`config.mk`:
```
export PLATFORM = sky130hd
export DESIGN_NAME = lcdp_ports
export DESIGN_NICKNAME = d
export VERILOG_FILES = /design/src/hw/lcdp_pkg.sv /design/src/hw/lcdp_sync.sv /design/src/hw/lcdp_pin_drv.sv /design/src/hw/lcdp_ports.sv
export VERILOG_INCLUDE_DIRS = /design/src /design/src/hw
export SDC_FILE = /design/constraint.sdc
export NUM_CORES = 1
export LEC_CHECK = 0
export BUFFER_PORTS_ARGS = -buffer_cell sky130_fd_sc_hd__buf_2
export CAP_MARGIN = 10
export CORE_MARGIN = 2
export CORE_UTILIZATION = 39
export DETAILED_ROUTE_END_ITERATION = 7
export GPL_ROUTABILITY_DRIVEN = 0
export PLACE_DENSITY = 0.81
export SYNTH_ARGS = -nofsm -noshare
export SYNTH_HDL_FRONTEND = slang
export SYNTH_SLANG_ARGS = --single-unit
```
`constraint.sdc`:
```
create_clock -name pclk -period 1.19 [get_ports pclk]
set_input_delay 0.119 -clock pclk [delete_from_list [all_inputs] [get_ports pclk]]
set_output_delay 0.119 -clock pclk [all_outputs]
set_load 0.01 [all_outputs]
```
`src/hw/lcdp_cfg.svh`:
```
/*
 * constants for the display-side four-bit port and the eight-bit input port:
 * register indices, reset values, field layout and converter channel codes.
 * assumes: included by its bare name from every design file that needs it.
 */
`ifndef LCDP_CFG_SVH
`define LCDP_CFG_SVH

`define LCDP_ADDR_W       18
`define LCDP_IDX_DATA     16'hffdd
`define LCDP_IDX_LEVELS   16'hffde
`define LCDP_IDX_DIR      16'hffed
`define LCDP_DATA_RST     8'hf0
`define LCDP_DIR_RST      8'hf0
`define LCDP_PORT_W       4
`define LCDP_INPORT_W     8
`define LCDP_UPPER_ONES   4'hf
`define LCDP_DIR_READ     8'hff
`define LCDP_RSVD_READ    4'h0
`define LCDP_CH_BASE      4'h4
`define LCDP_AN_W         4

`endif

```
`src/hw/lcdp_pkg.sv`:
```
/*
 * types shared by the port block: power modes and the pin drive bundle.
 * assumes: lcdp_cfg.svh is on the include path.
 */
`default_nettype none
`include "lcdp_cfg.svh"
package lcdp_pkg;

   // operating mode given by the system controller, one-hot
   typedef enum logic [5:0] {
      LCDP_ACTIVE    = 6'b000001,
      LCDP_SUBACTIVE = 6'b000010,
      LCDP_SLEEP     = 6'b000100,
      LCDP_SUBSLEEP  = 6'b001000,
      LCDP_WATCH     = 6'b010000,
      LCDP_STANDBY   = 6'b100000
   } lcdp_pwr_mode_t;

   // one pin's drive: level and active-low enable
   typedef struct packed {
      logic out;
      logic oe_n;
   } lcdp_pin_drv_t;

endpackage
`default_nettype wire

```
`src/hw/lcdp_sync.sv`:
```
/*
 * two-flop synchroniser for a vector of pin levels.
 * assumes: bits are independent levels; no bus coherence is needed.
 */
`default_nettype none
`include "lcdp_cfg.svh"
module lcdp_sync #(
   parameter int W = 4
) (
   input  wire logic         pclk,
   input  wire logic         presetn,
   input  wire logic [W-1:0] din,
   output logic      [W-1:0] dout
);
   logic [W-1:0] meta_ff;

   // first stage feeds only the second stage
   always_ff @(posedge pclk or negedge presetn) begin
      if (!presetn) begin
         meta_ff <= '0;
         dout    <= '0;
      end else begin
         meta_ff <= din;
         dout    <= meta_ff;
      end
   end
endmodule // lcdp_sync
`default_nettype wire

```
`src/hw/lcdp_pin_drv.sv`:
```
/*
 * registered driver for one display-side pin, following the power mode.
 * assumes: mode comes from logic on pclk; illegal codes float the pin.
 */
`default_nettype none
`include "lcdp_cfg.svh"
module lcdp_pin_drv
   import lcdp_pkg::*;
(
   input  wire logic           pclk,
   input  wire logic           presetn,
   input  wire lcdp_pwr_mode_t mode,
   input  wire logic           dir,
   input  wire logic           data,
   output lcdp_pin_drv_t       drv_ff
);
   lcdp_pin_drv_t nxt_drv;

   // sleep-type modes keep the last drive, standby floats the pin
   always_comb begin
      nxt_drv = drv_ff;
      unique case (mode)
         LCDP_ACTIVE, LCDP_SUBACTIVE: begin
            nxt_drv.out  = data;
            nxt_drv.oe_n = ~dir;
         end
         LCDP_SLEEP, LCDP_SUBSLEEP, LCDP_WATCH: begin
            nxt_drv = drv_ff;
         end
         LCDP_STANDBY: begin
            nxt_drv.oe_n = 1'b1;
         end
         default: begin
            nxt_drv.oe_n = 1'b1;
         end
      endcase
   end

   // pin floats while reset is held
   always_ff @(posedge pclk or negedge presetn) begin
      if (!presetn) begin
         drv_ff <= '{out: 1'b0, oe_n: 1'b1};
      end else begin
         drv_ff <= nxt_drv;
      end
   end
endmodule // lcdp_pin_drv
`default_nettype wire

```
`src/hw/lcdp_ports.sv`:
```
/*
 * display-side four-bit bidirectional port and eight-bit input-only port,
 * reached over an apb slave with one aligned word per register.
 * assumes: pwr_mode and converter_channel_select come from logic on pclk;
 * pins come from outside and are synchronised here.
 */
// Implementation choice: the APB interface to the registers.
`default_nettype none
`include "lcdp_cfg.svh"
module lcdp_ports
   import lcdp_pkg::*;
#(
   parameter int    ADDR_W     = `LCDP_ADDR_W,
   parameter int    PORT_W     = `LCDP_PORT_W,
   parameter int    INPORT_W   = `LCDP_INPORT_W,
   parameter bit    HAS_ANALOG = 1'b1
) (
   input  wire logic                pclk,
   input  wire logic                presetn,
   input  wire logic                psel,
   input  wire logic                penable,
   input  wire logic                pwrite,
   input  wire logic [ADDR_W-1:0]   paddr,
   input  wire logic [31:0]         pwdata,
   input  wire logic [3:0]          pstrb,
   output logic      [31:0]         prdata,
   output logic                     pready,
   output logic                     pslverr,
   input  wire lcdp_pwr_mode_t      pwr_mode,
   input  wire logic [3:0]          converter_channel_select,
   input  wire logic [PORT_W-1:0]   lcd_port_pins_i,
   output logic      [PORT_W-1:0]   lcd_port_pins_o,
   output logic      [PORT_W-1:0]   lcd_port_pins_oe_n,
   input  wire logic [INPORT_W-1:0] input_port_pins
);

   // byte addresses are four times the register indices
   localparam logic [ADDR_W-1:0] ADDR_DATA   = ADDR_W'({`LCDP_IDX_DATA, 2'b00});
   localparam logic [ADDR_W-1:0] ADDR_LEVELS = ADDR_W'({`LCDP_IDX_LEVELS, 2'b00});
   localparam logic [ADDR_W-1:0] ADDR_DIR    = ADDR_W'({`LCDP_IDX_DIR, 2'b00});
   localparam logic [7:0]        DATA_RST    = `LCDP_DATA_RST;
   localparam logic [7:0]        DIR_RST     = `LCDP_DIR_RST;

   logic [PORT_W-1:0]   lcd_port_data_ff;
   logic [PORT_W-1:0]   lcd_port_direction_ff;
   logic [PORT_W-1:0]   lcd_pins_sync;
   logic [INPORT_W-1:0] in_pins_sync;
   logic [INPORT_W-1:0] analog_mask;
   logic [INPORT_W-1:0] input_port_levels;
   logic [7:0]          lcd_read_val;
   logic                setup;
   logic                hit_data;
   logic                hit_levels;
   logic                hit_dir;
   logic                hit_any;
   logic                wr_take;
   logic                pready_ff;
   logic                pslverr_ff;
   logic [31:0]         prdata_ff;
   logic [31:0]         nxt_prdata;
   lcdp_pin_drv_t       drv [PORT_W];

   // pins cross into pclk before any read path sees them
   lcdp_sync #(
      .W (PORT_W)
   ) u_sync_lcd (
      .pclk    (pclk),
      .presetn (presetn),
      .din     (lcd_port_pins_i),
      .dout    (lcd_pins_sync)
   );

   lcdp_sync #(
      .W (INPORT_W)
   ) u_sync_in (
      .pclk    (pclk),
      .presetn (presetn),
      .din     (input_port_pins),
      .dout    (in_pins_sync)
   );

   // address decode; the slave answers in the first access cycle
   assign setup      = psel & ~penable;
   assign hit_data   = (paddr == ADDR_DATA);
   assign hit_levels = (paddr == ADDR_LEVELS);
   assign hit_dir    = (paddr == ADDR_DIR);
   assign hit_any    = hit_data | hit_levels | hit_dir;
   assign wr_take    = psel & penable & pready_ff & pwrite & pstrb[0];

   // converter channel code 4+n sits on input pin n; a selected pin reads zero
   always_comb begin
      analog_mask = '0;
      for (int n = 0; n < `LCDP_AN_W; n++) begin
         if (converter_channel_select == (`LCDP_CH_BASE + 4'(n))) begin
            analog_mask[n] = HAS_ANALOG;
         end
      end
   end

   // input port has no storage: the read is the live synchronised level
   always_comb begin
      input_port_levels = in_pins_sync & ~analog_mask;
      if (!HAS_ANALOG) begin
         input_port_levels[3:0] = `LCDP_RSVD_READ;
      end
   end

   // outputs read back the data register, inputs read the pin
   assign lcd_read_val = {`LCDP_UPPER_ONES,
                          (lcd_port_direction_ff & lcd_port_data_ff) |
                          (~lcd_port_direction_ff & lcd_pins_sync)};

   // read mux, sampled in the setup cycle
   always_comb begin
      nxt_prdata = '0;
      if (hit_data) begin
         nxt_prdata[7:0] = lcd_read_val;
      end else if (hit_levels) begin
         nxt_prdata[7:0] = input_port_levels;
      end else if (hit_dir) begin
         nxt_prdata[7:0] = `LCDP_DIR_READ;
      end
   end

   // ready is high for exactly the first access cycle: no wait states
   always_ff @(posedge pclk or negedge presetn) begin
      if (!presetn) begin
         pready_ff <= 1'b0;
      end else begin
         pready_ff <= setup;
      end
   end

   // read data and error are held only while the answer stands
   always_ff @(posedge pclk or negedge presetn) begin
      if (!presetn) begin
         prdata_ff  <= '0;
         pslverr_ff <= 1'b0;
      end else if (setup) begin
         prdata_ff  <= pwrite ? 32'h0000_0000 : nxt_prdata;
         pslverr_ff <= ~hit_any;
      end else begin
         prdata_ff  <= '0;
         pslverr_ff <= 1'b0;
      end
   end

   assign prdata  = prdata_ff;
   assign pready  = pready_ff;
   assign pslverr = pslverr_ff;

   // data register: only the four low bits exist; a write to the input
   // port address falls through and touches nothing
   always_ff @(posedge pclk or negedge presetn) begin
      if (!presetn) begin
         lcd_port_data_ff <= DATA_RST[PORT_W-1:0];
      end else if (wr_take && hit_data) begin
         lcd_port_data_ff <= pwdata[PORT_W-1:0];
      end
   end

   // direction register, write-only from software
   always_ff @(posedge pclk or negedge presetn) begin
      if (!presetn) begin
         lcd_port_direction_ff <= DIR_RST[PORT_W-1:0];
      end else if (wr_take && hit_dir) begin
         lcd_port_direction_ff <= pwdata[PORT_W-1:0];
      end
   end

   // one registered driver per display-side pin; the input port has none
   for (genvar g = 0; g < PORT_W; g++) begin : g_pin
      lcdp_pin_drv u_drv (
         .pclk    (pclk),
         .presetn (presetn),
         .mode    (pwr_mode),
         .dir     (lcd_port_direction_ff[g]),
         .data    (lcd_port_data_ff[g]),
         .drv_ff  (drv[g])
      );
      assign lcd_port_pins_o[g]    = drv[g].out;
      assign lcd_port_pins_oe_n[g] = drv[g].oe_n;
   end

   // checks on read values, driver behaviour and reset state; the bus checks
   // further down pin the one-cycle answer that the read and write paths rely on,
   // so a wait state added later must revisit them as well

   AST_UPPER_ONES: assert property (@(posedge pclk) disable iff (!presetn)
      setup && !pwrite && hit_data |=> prdata[7:4] == `LCDP_UPPER_ONES)
      else $error("upper data bits did not read as ones");

   AST_DRIVE_OUT: assert property (@(posedge pclk) disable iff (!presetn)
      pwr_mode == LCDP_ACTIVE |=>
         lcd_port_pins_oe_n == ~$past(lcd_port_direction_ff) &&
         ((lcd_port_pins_o ^ $past(lcd_port_data_ff)) & ~lcd_port_pins_oe_n) == '0)
      else $error("driven pins do not follow direction and data");

   AST_READ_DRIVEN: assert property (@(posedge pclk) disable iff (!presetn)
      setup && !pwrite && hit_data |=>
         ((prdata[3:0] ^ $past(lcd_port_data_ff)) & $past(lcd_port_direction_ff)) == '0)
      else $error("output bit did not read back stored data");

   AST_READ_INPUT: assert property (@(posedge pclk) disable iff (!presetn)
      setup && !pwrite && hit_data |=>
         ((prdata[3:0] ^ $past(lcd_pins_sync)) & ~$past(lcd_port_direction_ff)) == '0)
      else $error("input bit did not read the pin level");

   AST_RESET_DATA: assert property (@(posedge pclk) disable iff (!presetn)
      $rose(presetn) |-> {`LCDP_UPPER_ONES, lcd_port_data_ff} == DATA_RST)
      else $error("data register not at reset value");

   AST_RESET_DIR: assert property (@(posedge pclk) disable iff (!presetn)
      $rose(presetn) |-> lcd_port_direction_ff == DIR_RST[PORT_W-1:0] &&
                         lcd_port_pins_oe_n == '1)
      else $error("direction register not at reset value");

   AST_DIR_WO: assert property (@(posedge pclk) disable iff (!presetn)
      setup && !pwrite && hit_dir |=> prdata[7:0] == `LCDP_DIR_READ && pready)
      else $error("direction register read was not all ones");

   AST_STANDBY_FLOAT: assert property (@(posedge pclk) disable iff (!presetn)
      pwr_mode == LCDP_STANDBY |=> lcd_port_pins_oe_n == '1)
      else $error("pin driven in standby");

   AST_SLEEP_HOLD: assert property (@(posedge pclk) disable iff (!presetn)
      pwr_mode inside {LCDP_SLEEP, LCDP_SUBSLEEP, LCDP_WATCH} |=>
         $stable(lcd_port_pins_o) && $stable(lcd_port_pins_oe_n))
      else $error("pin drive changed in a holding mode");

   AST_LEVELS_READ: assert property (@(posedge pclk) disable iff (!presetn)
      setup && !pwrite && hit_levels |=>
         prdata[7:4] == $past(in_pins_sync[7:4]) && prdata[31:8] == '0)
      else $error("input port did not read live pin levels");

   AST_CHANNEL_ZERO: assert property (@(posedge pclk) disable iff (!presetn)
      setup && !pwrite && hit_levels && HAS_ANALOG &&
      converter_channel_select == `LCDP_CH_BASE |=> prdata[0] == 1'b0)
      else $error("selected converter channel did not read zero");

   AST_RSVD_ZERO: assert property (@(posedge pclk) disable iff (!presetn)
      setup && !pwrite && hit_levels && !HAS_ANALOG |=> prdata[3:0] == `LCDP_RSVD_READ)
      else $error("reserved input bits did not read zero");

   AST_LEVELS_NOWRITE: assert property (@(posedge pclk) disable iff (!presetn)
      psel && penable && pwrite && hit_levels |=>
         $stable(lcd_port_data_ff) && $stable(lcd_port_direction_ff))
      else $error("write to input port changed state");

   // the attempt starting on the release edge is skipped: the flops were still cleared
   AST_SYNC_DELAY: assert property (@(posedge pclk) disable iff (!presetn)
      presetn ##2 1'b1 |-> in_pins_sync == $past(input_port_pins, 2))
      else $error("input pins not delayed by two flops");

   // display-side pins take the same two-flop path
   AST_SYNC_LCD: assert property (@(posedge pclk) disable iff (!presetn)
      presetn ##2 1'b1 |-> lcd_pins_sync == $past(lcd_port_pins_i, 2))
      else $error("display pins not delayed by two flops");

   AST_UNMAPPED: assert property (@(posedge pclk) disable iff (!presetn)
      setup && !hit_any |=> pslverr && pready && prdata == '0)
      else $error("unmapped access not refused");

   // ready answers in the first access cycle, so no wait state is ever seen
   AST_READY_AFTER_SETUP: assert property (@(posedge pclk) disable iff (!presetn)
      setup |=> pready)
      else $error("ready missing in the first access cycle");

   // ready is a one-cycle pulse; a second high cycle would close a phantom transfer
   AST_READY_PULSE: assert property (@(posedge pclk) disable iff (!presetn)
      pready |=> !pready)
      else $error("ready stayed high for two cycles");

   // the answer only ever stands inside an access phase
   AST_READY_IN_ACCESS: assert property (@(posedge pclk) disable iff (!presetn)
      pready |-> psel && penable)
      else $error("ready raised outside an access cycle");

   // an error is only reported together with the answer
   AST_ERR_WITH_READY: assert property (@(posedge pclk) disable iff (!presetn)
      pslverr |-> pready)
      else $error("error flag raised without ready");

   // mapped addresses never report an error
   AST_MAPPED_OK: assert property (@(posedge pclk) disable iff (!presetn)
      setup && hit_any |=> !pslverr)
      else $error("mapped access reported an error");

   // read data is cleared outside the answer, so a late sampler sees zero, not stale data
   AST_RDATA_IDLE: assert property (@(posedge pclk) disable iff (!presetn)
      !pready |-> prdata == '0)
      else $error("read data not zero outside the answer");

   // registers are bytes; the upper bus lanes always read zero
   AST_RDATA_UPPER: assert property (@(posedge pclk) disable iff (!presetn)
      pready |-> prdata[31:8] == '0)
      else $error("upper read lanes not zero");

   // a write never returns data
   AST_WRITE_NO_RDATA: assert property (@(posedge pclk) disable iff (!presetn)
      setup && pwrite |=> prdata == '0)
      else $error("write returned read data");

   // a write to the data register lands on the access edge; upper bits are dropped
   AST_WRITE_DATA: assert property (@(posedge pclk) disable iff (!presetn)
      wr_take && hit_data |=> lcd_port_data_ff == $past(pwdata[PORT_W-1:0]))
      else $error("data register did not take the written value");

   // a write to the direction register lands on the access edge
   AST_WRITE_DIR: assert property (@(posedge pclk) disable iff (!presetn)
      wr_take && hit_dir |=> lcd_port_direction_ff == $past(pwdata[PORT_W-1:0]))
      else $error("direction register did not take the written value");

   // only a taken write to the two port registers changes them; this covers the
   // input port address, unmapped addresses and writes with the low strobe off
   AST_NO_STRAY_WRITE: assert property (@(posedge pclk) disable iff (!presetn)
      !(wr_take && (hit_data || hit_dir)) |=>
         $stable(lcd_port_data_ff) && $stable(lcd_port_direction_ff))
      else $error("port register changed without a write");

   // subactive drives the pins exactly like active
   AST_SUBACTIVE_DRIVE: assert property (@(posedge pclk) disable iff (!presetn)
      pwr_mode == LCDP_SUBACTIVE |=>
         lcd_port_pins_oe_n == ~$past(lcd_port_direction_ff) &&
         ((lcd_port_pins_o ^ $past(lcd_port_data_ff)) & ~lcd_port_pins_oe_n) == '0)
      else $error("subactive pins do not follow direction and data");

   // standby only floats the pins; the output level is kept for the wake-up
   AST_STANDBY_KEEP: assert property (@(posedge pclk) disable iff (!presetn)
      pwr_mode == LCDP_STANDBY |=> $stable(lcd_port_pins_o))
      else $error("output level changed in standby");

   // the bus leaves reset silent
   AST_RESET_BUS: assert property (@(posedge pclk) disable iff (!presetn)
      $rose(presetn) |-> !pready && !pslverr && prdata == '0)
      else $error("bus outputs not idle after reset");

   // pin levels leave reset low as well as floating
   AST_RESET_PINS: assert property (@(posedge pclk) disable iff (!presetn)
      $rose(presetn) |-> lcd_port_pins_o == '0)
      else $error("pin levels not cleared by reset");

endmodule // lcdp_ports
`default_nettype wire

```
==> flow_metrics.py <==
metrics = {
    "status": {
        "status": "complete, but fails checks",
        "violations": "negative setup slack",
    },
    "die": {
        "dieArea_um2": 6110,
        "start_util_pct": 39.7,
        "die_h_um": 78.2,
        "core-area_um2": 5410,
        "ioPinCount": 123,
        "rows": 27,
        "die_x_um": 78.2,
    },
    "routing": {
        "drt_first_pass_iters": 4,
        "drt-wirelength-per-cell_um": 13.9,
        "drc": 0,
        "avgViaCountPerCell": 4.70,
        "totalWireLength_um": 4680,
        "drt_iter0_drc": 80,
        "num_vias": 1580,
        "drtAntennaViolNets": 0,
    },
    "setup_path": {
        "max_stage_delay_ns": 0.37,
        "worstSetupPathType": "flip-flop to flip-flop",
        "crit_chain": "nand3_2 > buf_6 > nor4_4 > buf_6 > mux2_4",
        "required_ns": 1.38,
        "critPathLaunchType": "flip-flop",
        "cp.arrival_ns": 1.56,
        "crit_path_end_kind": "flip-flop",
        "slowest_stage": "dfrtp_1",
        "crit_path_max_fanout": 4,
        "crit_top_cell": "buf_6",
    },
    "power": {
        "internal_power_mw": 2.33,
        "netSwitchingPower_mw": 0.779,
        "power_per_cell_area_nw_per_um2": 1060,
        "leakage_nw": 1.43,
        "p_clk_share_pct": 33.6,
        "swShare_pct": 25.0,
        "p_seq_share_pct": 56.4,
        "peakVddDrop_mv": 0.646,
        "pwr-share-comb_pct": 9.9,
    },
    "sta": {
        "setup_ws_ns": -0.174,
        "fin_crit_sh_pct": 115,
        "hold_violations": 0,
        "finalSetupViolations": 10,
        "final.min_clock_period_ns": 1.36,
        "fin_skew_ns": 0.00869,
        "timing.fmax_mhz": 733,
        "rsz0062_at_grt": "yes",
        "final_max_slew_viol_count": 0,
    },
    "clocking": {
        "tritoncts": "built",
        "clk_path_buf_depth": 2,
        "clkLatencyLatePin_ns": 0.31,
        "clock-sinks": 50,
        "ctsRootBufferMaster": "clkbuf_8",
        "numCtsBuffers": 5,
        "clk_pin_slew_ns": 0.10,
        "h-tree-depth": 2,
    },
    "final_layout": {
        "n_antenna_cell": 0,
        "syn2layout_area_growth_pct": 37.2,
        "fin_cells": 336,
        "design_area_um2": 2950,
        "n_fill_cell": 458,
        "drive_gt1_share_pct": 53.4,
        "num-nets-final": 344,
    },
    "synthesis": {
        "synth-warning-count": 0,
        "synth_area_um2": 2150,
        "postSynthAreaPerCell_um2": 13.4,
        "synthDistinctLibCells": 39,
        "synthFlopType": "dfrtp_1",
        "async_flop_share_pct": 100,
        "syn_inst": 160,
        "synth_edf_count": 0,
        "seq_area_frac_synth_pct": 58.5,
        "synth_seq_cells": 50,
    },
    "grt": {
        "grt_pass1_wl_um": 7270,
        "grt_overflow": 0,
        "first_global_vias": 1539,
        "antenna_found_initial": 0,
        "grt_usage_pct": 15.6,
        "grt_max_degree": 29,
    },
    "placement": {
        "place_area_um2": 2570,
        "io_buffer_count": 67,
        "dp_cells": 309,
        "dp_hpwl_um": 3320,
    },
    "flow_run": {
        "maxCapViolCount": 0,
    },
    "hold_path": {
        "hp-class": "primary input to flip-flop",
    },
}
-- cells in the mapped netlist, drive strengths merged, types with 2 or more instances --
cell type | count | area share [%]
dfrtp | 46 | 54
buf | 27 | 9.6
mux2 | 12 | 6.3
a21oi | 8 | 1.9
and2b | 8 | 3.3
nand3 | 6 | 1.4
nor2 | 6 | 1.2
nand4 | 5 | 1.5
a2111oi | 4 | 1.6
a211oi | 4 | 1.4
dfstp | 4 | 4.9
a211o | 2 | 0.93
a311o | 2 | 1.0
nand2 | 2 | 0.35
nor2b | 2 | 0.58
o21ai | 2 | 0.47
or4 | 2 | 0.87
-- cells by family (layout without fill, tap and decap cells) --
family / count (synthesis) / count (layout) / synth area share (%)
compound gates: 23 / 23 / 7.69
xor+xnor: 2 / 2 / 0.816
buf+inv: 30 / 111 / 11.8
flops: 50 / 50 / 58.5
mux: 12 / 12 / 6.29
other cells: 1 / 24 / 0.175
simple gates: 42 / 42 / 14.7
-- layout make-up --
type	instances	area, um^2	share of cell area (%)
Inverter	1	3.75	0.127
Timing Repair Buffer	102	658	22.3
Multi-Input combinational cell	103	842	28.6
Clock inverter	3	26.3	0.892
Tap cell	72	90.1	3.06
Clock buffer	5	68.8	2.34
Sequential cell	50	1260	42.7
-- critical path, delay by kind of cell (launching register included) --
kind,cells,cell delay [ns]
muxes,1,0.31
buffers and inverters,2,0.31
and+or+nand+nor,2,0.25
DFF,1,0.37
-- flip-flops by register name (all words and copies together), names as in the netlist --
register               count
pslverr                    1
g_pin.u_drv.drv_ff         8
u_sync_in.dout             8
lcd_port_data_ff           4
prdata                     8
pready                     1
lcd_port_direction_ff      4
u_sync_lcd.dout            4
u_sync_lcd.meta_ff         4
u_sync_in.meta_ff          8
-- cells in the final DEF, fill, tap and decap left out, drive strengths merged, types with 2 or more instances in the layout --
| cell | count |
|---|---|
| a2111oi | 4 |
| a211o | 2 |
| a211oi | 4 |
| a21oi | 8 |
| a311o | 2 |
| and2b | 8 |
| buf | 89 |
| clkbuf | 5 |
| conb | 24 |
| dfrtp | 46 |
| dfstp | 4 |
| dlygate4sd3 | 13 |
| inv | 4 |
| mux2 | 12 |
| nand2 | 2 |
| nand3 | 6 |
| nand4 | 5 |
| nor2 | 6 |
| nor2b | 2 |
| o21ai | 2 |
| or4 | 2 |
-- per-stage QoR --
stage / hold WS (ns) / TNS [ns] / total power, mW / util (%) / worst slack, ns
2_1_floorplan: -0.177 / -3.86 / 1.94 / - / -0.282
3_3_place_gp: 0.0249 / -5.76 / 2.04 / 47.5 / -0.327
3_5_place_dp: 0.0321 / -6.75 / 2.05 / 47.5 / -0.506
4_1_cts: 0.0463 / -1.29 / 3.13 / 53.2 / -0.178
5_1_grt: 0.0485 / -1.92 / 3.26 / 54.5 / -0.242
6_report: 0.0534 / -1.31 / 3.11 / 54.5 / -0.174
-- final timing paths --
check / from / end / slack, ns / cells past startpoint
max: pready / lcd_port_data_ff[2] / -0.17 / 5
min: pwdata[1] / lcd_port_data_ff[1] / 0.05 / 2
max reg2reg: pready / lcd_port_data_ff[2] / -0.17 / 5
min reg2reg: u_sync_in.meta_ff[7] / u_sync_in.dout[7] / 0.36 / 0
max in group asynchronous: presetn / prdata[2] / 0.46 / 3
min in group asynchronous: presetn / g_pin[3].u_drv.drv_ff[1] / 0.26 / 2
-- layer usage --
layer	track usage [%]	share of wire [%]	vias up
met1	19.0	41	766
li1	-	-	728
met5	0	0	-
met4	6.49	2.1	0
met3	4.48	7.3	10
met2	25.9	49	76
-- power by group through the flow --
| stage | logic [mW] | clock network, mW | registers [mW] |
|---|---|---|---|
| final | 0.309 | 1.05 | 1.76 |
| after global routing | 0.343 | 1.16 | 1.76 |
| after CTS | 0.304 | 1.07 | 1.76 |
| after detailed placement | 0.263 | 0 | 1.79 |
| after global placement | 0.257 | 0 | 1.79 |
| after floorplan | 0.154 | 0 | 1.79 |
-- timing repair --
action / 4_1_cts / 5_1_grt
endpoints found under the setup margin: 12 / 13
setup buffers: 3 / 3
endpoints found under the hold margin: 50 / 0
gates resized for setup: 13 / 10
pin swaps: 3 / 6
hold buffers: 13 / 0
cloned: 0 / 0
Note: power is estimated with default switching activity, not from simulation.
